--- src/rtl/gtr_defines.vh ---
// Constants for the gated timer: register indexes, fields, resets.
// Assumes inclusion by bare name from every design file that needs it.
`ifndef GTR_DEFINES_VH
`define GTR_DEFINES_VH

// Register indexes; byte address on the bus is four times the index
`define GTR_IDX_COUNT      12'h0100
`define GTR_IDX_PERIOD     12'h0102
`define GTR_IDX_CONTROL    12'h0104
`define GTR_IDX_IRQ        12'h0106
`define GTR_IDX_OSC        12'h0108

// Control register fields
`define GTR_CTL_ON         15
`define GTR_CTL_SIDL       13
`define GTR_CTL_GATE       6
`define GTR_CTL_PS_HI      5
`define GTR_CTL_PS_LO      4
`define GTR_CTL_SYNC       2
`define GTR_CTL_CS         1
`define GTR_CTL_MASK       16'hA076

// Interrupt and oscillator register fields
`define GTR_IRQ_FLAG       0
`define GTR_IRQ_EN         1
`define GTR_OSC_LPEN       1

// Reset values
`define GTR_RST_COUNT      16'h0000
`define GTR_RST_PERIOD     16'hFFFF
`define GTR_RST_CONTROL    16'h0000

// Prescaler terminal counts for 1:1, 1:8, 1:64, 1:256
`define GTR_PS_DIV1        8'h00
`define GTR_PS_DIV8        8'h07
`define GTR_PS_DIV64       8'h3F
`define GTR_PS_DIV256      8'hFF

`endif

--- src/rtl/gtr_edge_sync.v ---
// Two-flop synchroniser with edge detection for one pin.
// Assumes the pin is slow compared with mclk.
`timescale 1ns/1ps
`default_nettype none

module gtr_edge_sync (
  input  wire mclk,
  input  wire rst_n,
  input  wire pinIn,
  output wire level,
  output wire rise,
  output wire fall
);

  reg meta_reg;
  reg sync_reg;
  reg prev_reg;

  ////////////////////////////////////////////////////////////////////////
  // First flop feeds only the second; edges are seen on the later pair
  always @(posedge mclk or negedge rst_n) begin
    if (!rst_n) begin
      meta_reg <= 1'b0;
      sync_reg <= 1'b0;
      prev_reg <= 1'b0;
    end else begin
      meta_reg <= pinIn;
      sync_reg <= meta_reg;
      prev_reg <= sync_reg;
    end
  end

  // Edge strobes last one mclk cycle
  assign level = sync_reg;
  assign rise  = sync_reg & ~prev_reg;
  assign fall  = ~sync_reg & prev_reg;

endmodule // gtr_edge_sync

`default_nettype wire

--- src/rtl/gtr_prescaler.v ---
// Selectable input prescaler, 1:1, 1:8, 1:64 or 1:256.
// Assumes tickIn is a one-cycle strobe in the mclk domain.
`timescale 1ns/1ps
`default_nettype none
`include "gtr_defines.vh"

module gtr_prescaler (
  input  wire       mclk,
  input  wire       rst_n,
  input  wire [1:0] ratioSel,
  input  wire       clear,
  input  wire       tickIn,
  output wire       tickOut
);

  reg  [7:0] div_reg;
  wire [7:0] lastCount;

  // Terminal count for the selected ratio
  function [7:0] psLast;
    input [1:0] sel;
    begin
      case (sel)
        2'd0:    psLast = `GTR_PS_DIV1;
        2'd1:    psLast = `GTR_PS_DIV8;
        2'd2:    psLast = `GTR_PS_DIV64;
        default: psLast = `GTR_PS_DIV256;
      endcase
    end
  endfunction

  assign lastCount = psLast(ratioSel);
  assign tickOut   = tickIn & (div_reg >= lastCount);

  ////////////////////////////////////////////////////////////////////////
  // Counter clears on request; >= keeps a ratio change from stalling it
  always @(posedge mclk or negedge rst_n) begin
    if (!rst_n) begin
      div_reg <= 8'h00;
    end else if (clear) begin
      div_reg <= 8'h00;
    end else if (tickOut) begin
      div_reg <= 8'h00;
    end else if (tickIn) begin
      div_reg <= div_reg + 8'h01;
    end
  end

endmodule // gtr_prescaler

`default_nettype wire

--- src/rtl/gtr_timer.v ---
// Gated 16-bit timer with period match and real-time-clock mode.
// Assumes an AHB-Lite master, pins synchronous or slow to mclk, and
// an outside interrupt controller that takes timerIrq.
`timescale 1ns/1ps
`default_nettype none
`include "gtr_defines.vh"

module gtr_timer (
  input  wire        mclk,
  input  wire        rst_n,
  input  wire        hsel,
  input  wire [31:0] haddr,
  input  wire [1:0]  htrans,
  input  wire        hwrite,
  input  wire [2:0]  hsize,
  input  wire        hready,
  input  wire [31:0] hwdata,
  output reg  [31:0] hrdata,
  output wire        hreadyout,
  output wire        hresp,
  input  wire        extClkGatePin,
  input  wire        lowPowerOscOut,
  input  wire        cpuIdle,
  input  wire        cpuSleep,
  output reg         timerIrq,
  output reg         wakeEvent
);

  ////////////////////////////////////////////////////////////////////////
  // Register state
  reg  [15:0] count_reg;
  reg  [15:0] period_reg;
  reg  [15:0] control_reg;
  reg         irqFlag_reg;
  reg         irqEnable_reg;
  reg         low_power_osc_enable_reg;
  reg         wrPend_reg;
  reg  [11:0] wrIdx_reg;
  reg  [31:0] hrdata_next;

  wire        timerOn;
  wire        stopInIdle;
  wire        gateEnable;
  wire [1:0]  prescaleSel;
  wire        extSync;
  wire        clkSourceExt;

  wire        pinLevel;
  wire        pinRise;
  wire        pinFall;
  wire        oscRise;
  wire        addrPhase;
  wire        wrCount;
  wire        wrPeriod;
  wire        wrControl;
  wire        wrIrq;
  wire        wrOsc;
  wire        switchOff;
  wire        psClear;
  reg         tickIn;
  wire        incTick;
  wire        periodMatch;
  wire        gateEnd;

  assign timerOn      = control_reg[`GTR_CTL_ON];
  assign stopInIdle   = control_reg[`GTR_CTL_SIDL];
  assign gateEnable   = control_reg[`GTR_CTL_GATE];
  assign prescaleSel  = control_reg[`GTR_CTL_PS_HI:`GTR_CTL_PS_LO];
  assign extSync      = control_reg[`GTR_CTL_SYNC];
  assign clkSourceExt = control_reg[`GTR_CTL_CS];

  // Word index from byte address; word-aligned only
  function [11:0] wordIdx;
    input [31:0] addr;
    begin
      wordIdx = addr[13:2];
    end
  endfunction

  // True when the index names a register of this block
  function isMapped;
    input [11:0] idx;
    begin
      isMapped = (idx == `GTR_IDX_COUNT)   | (idx == `GTR_IDX_PERIOD) |
                 (idx == `GTR_IDX_CONTROL) | (idx == `GTR_IDX_IRQ) |
                 (idx == `GTR_IDX_OSC);
    end
  endfunction

  ////////////////////////////////////////////////////////////////////////
  // Pin synchronisers
  // Edges reach the counter two to three cycles after the pin moves;
  // pulses shorter than one mclk cycle may be missed entirely.
  gtr_edge_sync uPinSync (
    .mclk  (mclk),
    .rst_n (rst_n),
    .pinIn (extClkGatePin),
    .level (pinLevel),
    .rise  (pinRise),
    .fall  (pinFall)
  );

  gtr_edge_sync uOscSync (
    .mclk  (mclk),
    .rst_n (rst_n),
    .pinIn (lowPowerOscOut),
    .level (),
    .rise  (oscRise),
    .fall  ()
  );

  ////////////////////////////////////////////////////////////////////////
  // AHB-Lite slave: zero wait states, always OKAY
  // No wait states keeps the slave small; every register is one flop
  // deep, so nothing here needs extra time to answer.
  // Non-word writes are dropped rather than merged into a half word.
  assign hreadyout = 1'b1;
  assign hresp     = 1'b0;
  assign addrPhase = hsel & htrans[1] & hready;

  // Capture the write address; data follows in the next cycle
  always @(posedge mclk or negedge rst_n) begin
    if (!rst_n) begin
      wrPend_reg <= 1'b0;
      wrIdx_reg  <= 12'h000;
    end else begin
      wrPend_reg <= addrPhase & hwrite & (hsize == 3'b010);
      wrIdx_reg  <= wordIdx(haddr);
    end
  end

  assign wrCount   = wrPend_reg & (wrIdx_reg == `GTR_IDX_COUNT);
  assign wrPeriod  = wrPend_reg & (wrIdx_reg == `GTR_IDX_PERIOD);
  assign wrControl = wrPend_reg & (wrIdx_reg == `GTR_IDX_CONTROL);
  assign wrIrq     = wrPend_reg & (wrIdx_reg == `GTR_IDX_IRQ);
  assign wrOsc     = wrPend_reg & (wrIdx_reg == `GTR_IDX_OSC);

  // Read data is chosen in the address phase and registered for the
  // data phase; unmapped words read as zero
  // Limitation: a read placed in a write's data phase sees the old
  // value, since the write lands only at the end of that phase.
  always @* begin
    hrdata_next = 32'h0000_0000;
    if (isMapped(wordIdx(haddr))) begin
      case (wordIdx(haddr))
        `GTR_IDX_COUNT:   hrdata_next = {16'h0000, count_reg};
        `GTR_IDX_PERIOD:  hrdata_next = {16'h0000, period_reg};
        `GTR_IDX_CONTROL: hrdata_next = {16'h0000, control_reg};
        `GTR_IDX_IRQ:     hrdata_next = {30'h0000_0000, irqEnable_reg,
                                         irqFlag_reg};
        `GTR_IDX_OSC:     hrdata_next = {30'h0000_0000, low_power_osc_enable_reg, 1'b0};
        default:          hrdata_next = 32'h0000_0000;
      endcase
    end
  end

  always @(posedge mclk or negedge rst_n) begin
    if (!rst_n) begin
      hrdata <= 32'h0000_0000;
    end else if (addrPhase & ~hwrite) begin
      hrdata <= hrdata_next;
    end
  end

  ////////////////////////////////////////////////////////////////////////
  // Configuration registers; control write never touches the count
  // Unused control bits are masked on write so they always read zero
  // and cannot select a mode that the decoder does not know.
  always @(posedge mclk or negedge rst_n) begin
    if (!rst_n) begin
      control_reg   <= `GTR_RST_CONTROL;
      period_reg    <= `GTR_RST_PERIOD;
      irqEnable_reg <= 1'b0;
      low_power_osc_enable_reg   <= 1'b0;
    end else begin
      if (wrControl) begin
        control_reg <= hwdata[15:0] & `GTR_CTL_MASK;
      end
      if (wrPeriod) begin
        period_reg <= hwdata[15:0];
      end
      if (wrIrq) begin
        irqEnable_reg <= hwdata[`GTR_IRQ_EN];
      end
      if (wrOsc) begin
        low_power_osc_enable_reg <= hwdata[`GTR_OSC_LPEN];
      end
    end
  end

  ////////////////////////////////////////////////////////////////////////
  // Count source selection
  // External source is the pin, or the low-power oscillator once it is
  // enabled; internal and gated counting then stop, but a gate fall still sets the flag.
  // Sleep stops mclk-derived counting, so only async external survives.
  // Gating is only honoured with the internal source; with the external
  // source set the gate bit is ignored and the pin is a plain clock.
  always @* begin
    tickIn = 1'b0;
    if (!timerOn) begin
      tickIn = 1'b0;
    end else if (cpuIdle & stopInIdle) begin
      tickIn = 1'b0;
    end else if (cpuSleep & ~(clkSourceExt & ~extSync)) begin
      tickIn = 1'b0;
    end else if (clkSourceExt) begin
      if (low_power_osc_enable_reg) begin
        tickIn = oscRise;
      end else begin
        tickIn = pinRise;
      end
    end else if (low_power_osc_enable_reg) begin
      tickIn = 1'b0;
    end else if (gateEnable) begin
      tickIn = pinLevel;
    end else begin
      tickIn = 1'b1;
    end
  end

  ////////////////////////////////////////////////////////////////////////
  // Prescaler clear: count write or switch-off, but only while running
  // since a halted prescaler simply holds its count
  // A count write while off therefore leaves the prescaler alone; the
  // switch-off already cleared it, so the first tick after switch-on takes a full prescale.
  assign switchOff = wrControl & timerOn & ~hwdata[`GTR_CTL_ON];
  assign psClear   = (wrCount & timerOn) | switchOff;

  gtr_prescaler uPrescaler (
    .mclk     (mclk),
    .rst_n    (rst_n),
    .ratioSel (prescaleSel),
    .clear    (psClear),
    .tickIn   (tickIn),
    .tickOut  (incTick)
  );

  ////////////////////////////////////////////////////////////////////////
  // Counter: load beats increment, match wraps to zero
  // Match is an equality test, so a count loaded above the period runs
  // on to 16'hFFFF and rolls over before it can match again.
  assign periodMatch = incTick & (count_reg == period_reg);
  assign gateEnd     = timerOn & gateEnable & ~clkSourceExt & pinFall;

  always @(posedge mclk or negedge rst_n) begin
    if (!rst_n) begin
      count_reg <= `GTR_RST_COUNT;
    end else if (wrCount) begin
      count_reg <= hwdata[15:0];
    end else if (periodMatch) begin
      count_reg <= 16'h0000;
    end else if (incTick) begin
      count_reg <= count_reg + 16'h0001;
    end
  end

  ////////////////////////////////////////////////////////////////////////
  // Interrupt flag: set wins over a write-one clear in the same cycle
  // Losing a match to a clear would hide an event from software, so a
  // clear that races a set must be repeated.
  always @(posedge mclk or negedge rst_n) begin
    if (!rst_n) begin
      irqFlag_reg <= 1'b0;
    end else if (periodMatch | gateEnd) begin
      irqFlag_reg <= 1'b1;
    end else if (wrIrq & hwdata[`GTR_IRQ_FLAG]) begin
      irqFlag_reg <= 1'b0;
    end
  end

  // Registered outputs: request level and one-cycle wake pulse
  // Registering costs one cycle of latency but keeps both outputs
  // glitch-free for the interrupt controller and the wake logic.
  always @(posedge mclk or negedge rst_n) begin
    if (!rst_n) begin
      timerIrq  <= 1'b0;
      wakeEvent <= 1'b0;
    end else begin
      timerIrq  <= irqFlag_reg & irqEnable_reg;
      wakeEvent <= periodMatch & low_power_osc_enable_reg;
    end
  end

endmodule // gtr_timer

`default_nettype wire

--- config.mk ---
export PLATFORM = sky130hd
export DESIGN_NAME = gtr_timer
export DESIGN_NICKNAME = d
export VERILOG_FILES = /design/src/rtl/gtr_edge_sync.v /design/src/rtl/gtr_prescaler.v /design/src/rtl/gtr_timer.v
export VERILOG_INCLUDE_DIRS = /design/src /design/src/rtl
export SDC_FILE = /design/constraint.sdc
export NUM_CORES = 1
export LEC_CHECK = 0
export ABC_AREA = 1
export BUFFER_PORTS_ARGS = -buffer_cell sky130_fd_sc_hd__buf_4
export CAP_MARGIN = 10
export CORE_AREA = 2 2 77 153
export DETAILED_ROUTE_END_ITERATION = 10
export DIE_AREA = 0 0 79 155
export HOLD_SLACK_MARGIN = 0.02
export PLACE_DENSITY = 0.67
export RECOVER_POWER = 100
export SLEW_MARGIN = 30
export SYNTH_ARGS = -nofsm -noshare
export SYNTH_HDL_FRONTEND = slang
export SYNTH_SLANG_ARGS = --single-unit
--- constraint.sdc ---
create_clock -name mclk -period 3.2 [get_ports mclk]
set_input_delay 0.16 -clock mclk [delete_from_list [all_inputs] [get_ports mclk]]
set_output_delay 0.16 -clock mclk [all_outputs]
set_load 0.01 [all_outputs]
==> Word level (Yosys, flattened, before mapping) <==
Index checks and enable logic that the tools add are counted.
{ "totals": {"regBits": 103, "output_inout_bits": 36, "wordCells": 98, "inputBits": 78} }
{ "op_classes": {"n_reduce_logical": 4, "mux": 18, "addsub": 2, "n_eq_ne": 14, "n_bitwise": 41, "magnitude_cmp": 1} }
{ "ops": {"columns": ["op", "n"], "rows": [
  ["12-bit by 9-bit == test with 1-bit output (second input constant)", 10],
  ["16-bit case mux with 5 select lines", 1],
  ["16-bit two-way mux", 3],
  ["32-bit two-way mux", 1],
  ["1-bit bitwise AND", 27],
  ["8-bit two-way mux", 3],
  ["8-bit case mux with 3 select lines", 1],
  ["16-bit by 1-bit adder with 16-bit output (second input constant)", 1],
  ["16-bit == test", 1],
  ["1-bit two-way mux", 9],
  ["8-bit by 1-bit adder with 8-bit output (second input constant)", 1],
  ["8-bit >= comparator", 1],
  ["1-bit NOT", 8],
  ["1-bit OR", 6],
  ["3-bit nonzero test", 2],
  ["3-bit by 2-bit == test with 1-bit output (second input constant)", 1],
  ["2-bit by 1-bit == test with 1-bit output (second input constant)", 1],
  ["2-bit == test (second input constant)", 1],
  ["2-bit logical NOT", 1],
  ["2-bit nonzero test", 1]
]} }

==> Logic depth before layout (Yosys ltp) <==
{ "logic_depth": {"ltp_word": 11, "mapped_depth": 14, "ltp_nobuf": 13} }

==> Hierarchy <==
Synthesis repeated with hierarchy kept, for this count alone.
{ "hier_totals": {"cells_unflattened": 712, "hier_area_um2": 5128.7} }
{ "modules_own_cells": {"columns": ["module", "n_inst", "seq_area_each_um2", "area_per_inst_um2", "cells_per_inst"], "rows": [
  ["gtr_timer", 1, 1846.8, 4297.9, 598],
  ["gtr_prescaler", 1, 200.2, 650.6, 100],
  ["gtr_edge_sync", 2, 75.1, 90.1, 7]
]} }

==> Worst setup path after synthesis <==
OpenSTA, ideal clock, no wires.
{ "synth_path": {"kind": "register to register", "start": "register control_reg[5]", "end": "register irqFlag_reg", "synth_period_minus_slack_ns": 1.720, "path_slack_ns": 1.480, "setup_ns": 0.121, "arrival_ns": 1.599, "stages_incl_launch_ff": 13, "n_path_buf": 2, "cell_sequence": "dfrtp_1 > buf_2 > nand2_1 > ha_1 > nand2_1 > nor3_1 > nor3_1 > nand2_1 > nand2_4 > inv_4 > buf_6 > a21oi_1 > nand2_1"} }
{ "synth_via": {"elab_chain_len": 7, "elab_cells_between_ends": 10, "cone_classes": "order compare (1); eq/ne (2); mux (2); bitwise (3); reduce/logical (2)"} }
{ "synth_lines": {"columns": ["item", "line_no", "source"], "rows": [
  ["start: declaration", "gtr_timer.v:33", "reg [15:0] control_reg;"],
  ["start signal: assignment", "gtr_timer.v:171", "control_reg <= `GTR_RST_CONTROL;"],
  ["start signal: assignment", "gtr_timer.v:177", "control_reg <= hwdata[15:0] & `GTR_CTL_MASK;"],
  ["2-bit == test, or another cell as far along", "gtr_prescaler.v:23", "case (sel)"],
  ["8-bit case mux with 3 select lines (*)", "gtr_prescaler.v:23", null],
  ["8-bit >= comparator (*)", "gtr_prescaler.v:33", "assign tickOut = tickIn & (div_reg >= lastCount);"],
  ["1-bit bitwise AND (*)", "gtr_prescaler.v:33", null],
  ["1-bit bitwise AND (*)", "gtr_timer.v:242", "assign periodMatch = incTick & (count_reg == period_reg);"],
  ["1-bit OR (*)", "gtr_timer.v:264", "end else if (periodMatch | gateEnd) begin"],
  ["1-bit two-way mux or 2-bit nonzero test (tied branches)", null, null],
  ["end signal: assignment", "gtr_timer.v:263", "irqFlag_reg <= 1'b0;"],
  ["end signal: assignment", "gtr_timer.v:265", "irqFlag_reg <= 1'b1;"],
  ["end signal: assignment", "gtr_timer.v:267", "irqFlag_reg <= 1'b0;"],
  ["end: declaration", "gtr_timer.v:34", "reg irqFlag_reg;"]
]} }
Mark *: on every way between the ends. The rest lies on a longest branch, timed or not.
A chain may end at the register's enable or synchronous reset.

==> Final worst setup path <==
{ "layout_path": {"start": "register wrIdx_reg[11]", "end": "register count_reg[5]"} }
{ "layout_via": {"elab_chain_len": 3, "elab_cells_between_ends": 4, "cone_classes": "eq/ne (1); mux (1); bitwise (1); reduce/logical (1)"} }
{ "layout_lines": {"columns": ["item", "line_no", "source"], "rows": [
  ["start: declaration", "gtr_timer.v:38", "reg [11:0] wrIdx_reg;"],
  ["start signal: assignment", "gtr_timer.v:128", "wrIdx_reg <= wordIdx(haddr);"],
  ["12-bit by 9-bit == test with 1-bit output (no line) (*)", null, null],
  ["1-bit bitwise AND (*)", "gtr_timer.v:132", "assign wrCount = wrPend_reg & (wrIdx_reg == `GTR_IDX_COUNT);"],
  ["3-bit nonzero test (no line) or 16-bit two-way mux (tied branches)", null, null],
  ["end signal: assignment", "gtr_timer.v:247", "count_reg <= `GTR_RST_COUNT;"],
  ["end signal: assignment", "gtr_timer.v:249", "count_reg <= hwdata[15:0];"],
  ["end signal: assignment", "gtr_timer.v:253", "count_reg <= count_reg + 16'h0001;"],
  ["end: declaration", "gtr_timer.v:31", "reg [15:0] count_reg;"]
]} }
Marks and branches as above.

==> results.py <==
metrics = {
    "outcome": {
        "status": "finished with violations",
        "violations": "max-capacitance violations, max-slew violations",
    },
    "worst_setup_path": {
        "critPathCaptureType": "flop",
        "worstPathRequired_ns": 3.47,
        "worst-path-stages": 6,
        "r2r_start": "wrIdx_reg[11]",
        "endpoint": "count_reg[5]",
        "worst-setup-path-type": "flop to flop",
        "rrSetupSlack_ns": 0.63,
        "crit_start": "wrIdx_reg[11]",
        "worstPathArrival_ns": 2.84,
        "cpLargestDelayFamily": "simple AND/OR/NAND/NOR gates",
        "r2r-end": "count_reg[5]",
        "cpMaxStageDelayCell": "nor3_1",
        "r2r_cells": 6,
        "path_buf_inv": 1,
        "start_kind": "flop",
        "cp_max_fo": 17,
        "crit_chain": "or2_4, nor3_1, nand3_2, inv_1, nand2_1, nand3_1",
        "max_stage_delay_ns": 0.59,
    },
    "logic_synthesis": {
        "ys_ff_latch": 87,
        "ys_warn_count": 0,
        "netlist_area_um2": 4880,
        "synth_compound_area_share_pct": 5.41,
        "synth-simple-area-share_pct": 32.4,
        "yosys.area.top_type_share_pct": 36.4,
        "synth_cell_types": 34,
        "yosysSeqAreaShare_pct": 45.0,
        "ys_async_sr_fraction_pct": 100,
        "synthAdderAreaFrac_pct": 1.28,
        "avgSynthCellArea_um2": 7.68,
        "synth_edf_count": 0,
        "synth_ff_type": "dfrtp_1",
        "yosys.area.top_type": "dfrtp_1",
        "synth_mux_area_share_pct": 0,
        "netlist_instances": 635,
        "synth_top_family_by_area": "simple AND/OR/NAND/NOR gates",
        "synthTopCellsByArea": "dfrtp_1 36%, nand2_1 13%, dfstp_2 8.6%",
        "synthXorXnorAreaFrac_pct": 4.67,
    },
    "floorplanning": {
        "die_area_um2": 12200,
        "die_h_um": 155,
        "core_um2": 11100,
        "fp.dieW_um": 79,
        "ios": 114,
        "placementRows": 55,
        "start_util_pct": 43.8,
    },
    "clock_network": {
        "clk_latency_ns": 0.34,
        "cts_tree": "yes",
        "clkSlewWorstSetupHoldPaths_ns": 0.06,
        "h-tree-depth": 3,
        "cts_made_buffers": 9,
        "clockBufferDepth": 2,
        "cts_root_buf": "clkbuf_16",
        "cts_sinks": 87,
        "cts_resized": 0,
    },
    "timing": {
        "post-route-min-period_ns": 2.57,
        "finClkSkew_ns": 0.00693,
        "fin_crit_sh_pct": 80.3,
        "worst_pin_slew_ns": 2.07,
        "slew_viol_final": 37,
        "fin_tns_setup_ns": 0,
        "hold_violations": 0,
        "slew-limit-headroom_pct": -38.2,
        "fin_ws_ns": 0.631,
        "final-setup-viol-count": 0,
        "rsz0062_at_grt": "no",
        "clock.fmax_mhz": 389,
    },
    "routing": {
        "dr_total_vias": 4319,
        "dr.pass1.iters": 5,
        "wirelength_um": 12200,
        "ant_nets": 0,
        "drt-vias-per-instance": 5.09,
        "dr.first_iter.drc_count": 351,
        "wl_per_cell_um": 14.3,
        "drc_errors": 0,
    },
    "grt": {
        "grt_antenna_before_repair": 0,
        "first_global_vias": 4173,
        "grt-ovfl-total": 0,
        "grt_max_degree": 37,
        "grt_usage_pct": 21.0,
        "grt_pass1_wl_um": 20100,
    },
    "final_layout": {
        "fin_util_pct": 52.0,
        "drive_gt1_share_pct": 12.6,
        "multiInputGateArea_um2": 2190,
        "n_antenna_cell": 0,
        "finalNonFillerCells": 849,
        "fillers": 1096,
        "area_growth_pct": 18.7,
        "seqCellArea_um2": 2200,
        "fin_nets": 785,
    },
    "placement": {
        "dp_hpwl_um": 8700,
        "gp_congestion": 0.878,
        "dp_cells": 816,
        "place_ws_ns": 1.07,
        "port_buffers": 58,
    },
    "flow_run": {
        "maxCapViolCount": 1,
    },
    "pwr": {
        "p_per_area_nw_per_um2": 461,
        "vdd_drop_max_v": 0.000325,
        "p_leak_nw": 2.95,
    },
    "hold_path": {
        "hp-start": "hwdata[3]",
        "min-delay-path-class": "input pin to flop",
    },
}
[synthesized netlist by cell type, types with 3 or more instances]
cell,n
inv_2,3
clkbuf_2,4
nor2_2,4
dfrtp_1,71
a21oi_1,12
nand4_1,18
xnor2_1,11
dfstp_2,16
nor2_1,52
o211ai_1,4
buf_2,12
ha_1,5
o22ai_1,8
inv_1,69
nand3_2,5
nor3_1,12
o21ai_0,23
nand2_1,170
nand3_1,83
xor2_1,15
buf_4,20
[report_power, final]
group,switching (mW),leakage [nW],internal [mW]
logic,0.0883,1.68,0.0667
clock network,0.424,0.193,0.940
registers,0.0198,1.08,1.13
total,0.532,2.95,2.14
[metal layers]
metal / GRT usage (%) / wire, um / vias up
li1: - / - / 2139
met1: 26.6 / 5290 / 2022
met2: 35.8 / 5960 / 138
met3: 2.78 / 600 / 20
met4: 8.70 / 307 / 0
met5: 0 / 0 / -
[cell type report]
class | instances | share of cell area, %
Multi-Input combinational cell | 451 | 37.9
Clock inverter | 6 | 2.68
Tap cell | 142 | 3.07
Sequential cell | 87 | 37.9
Timing Repair Buffer | 80 | 9.55
Inverter | 73 | 4.77
Clock buffer | 10 | 4.13
[how the worst min path moves through the flow]
stage	to	slack, ns	cells past startpoint
after floorplan	control_reg[13]	-0.14	0
after global placement	uPrescaler.div_reg[5]	0.16	1
after detailed placement	uPrescaler.div_reg[5]	0.16	1
after CTS	count_reg[3]	0.04	3
after global routing	count_reg[8]	0.05	3
final	count_reg[3]	0.04	3
[logic make-up after synthesis]
group / Yosys count
xor gates and xnor gates: 26
AOI/OAI and AO/OA: 48
DFF: 87
and+or+nand+nor: 354
buffers and inverters: 113
adders and majority gates: 5
other: 2
[repair_timing]
| item | CTS | global route |
|---|---|---|
| hold buffers | 17 | 0 |
| hold endpoints to repair | 45 | 0 |
| setup buffers | 0 | 0 |
[through the flow]
step,hold slack (ns),total power [mW],area [um2]
after floorplan,-0.136,1.24,4940
after global placement,0.156,1.31,5330
after detailed placement,0.161,1.32,5330
after CTS,0.0389,2.71,5890
after global routing,0.0504,2.77,5790
final,0.0441,2.67,5790
[placed cells by master, fill, tap and decap left out, drive strengths merged, types with 3 or more instances in the layout]
cell	n
inv	73
ha	5
o211ai	4
nand2	172
buf	28
xor2	15
o21ai	23
xnor2	11
nand4	18
dfstp	16
dlygate4sd3	17
o22ai	8
or2	3
nor3	13
nor2	57
nand3	88
clkbuf	45
a21oi	13
dfrtp	71
bufinv	5
conb	18
[tightest hold or removal path: cells and delay by family]
kind                   cells  cell delay (ns)
buffers and inverters      1             0.08
and+or+nand+nor            2             0.10
No activity file was read; power rests on OpenSTA's default activity.
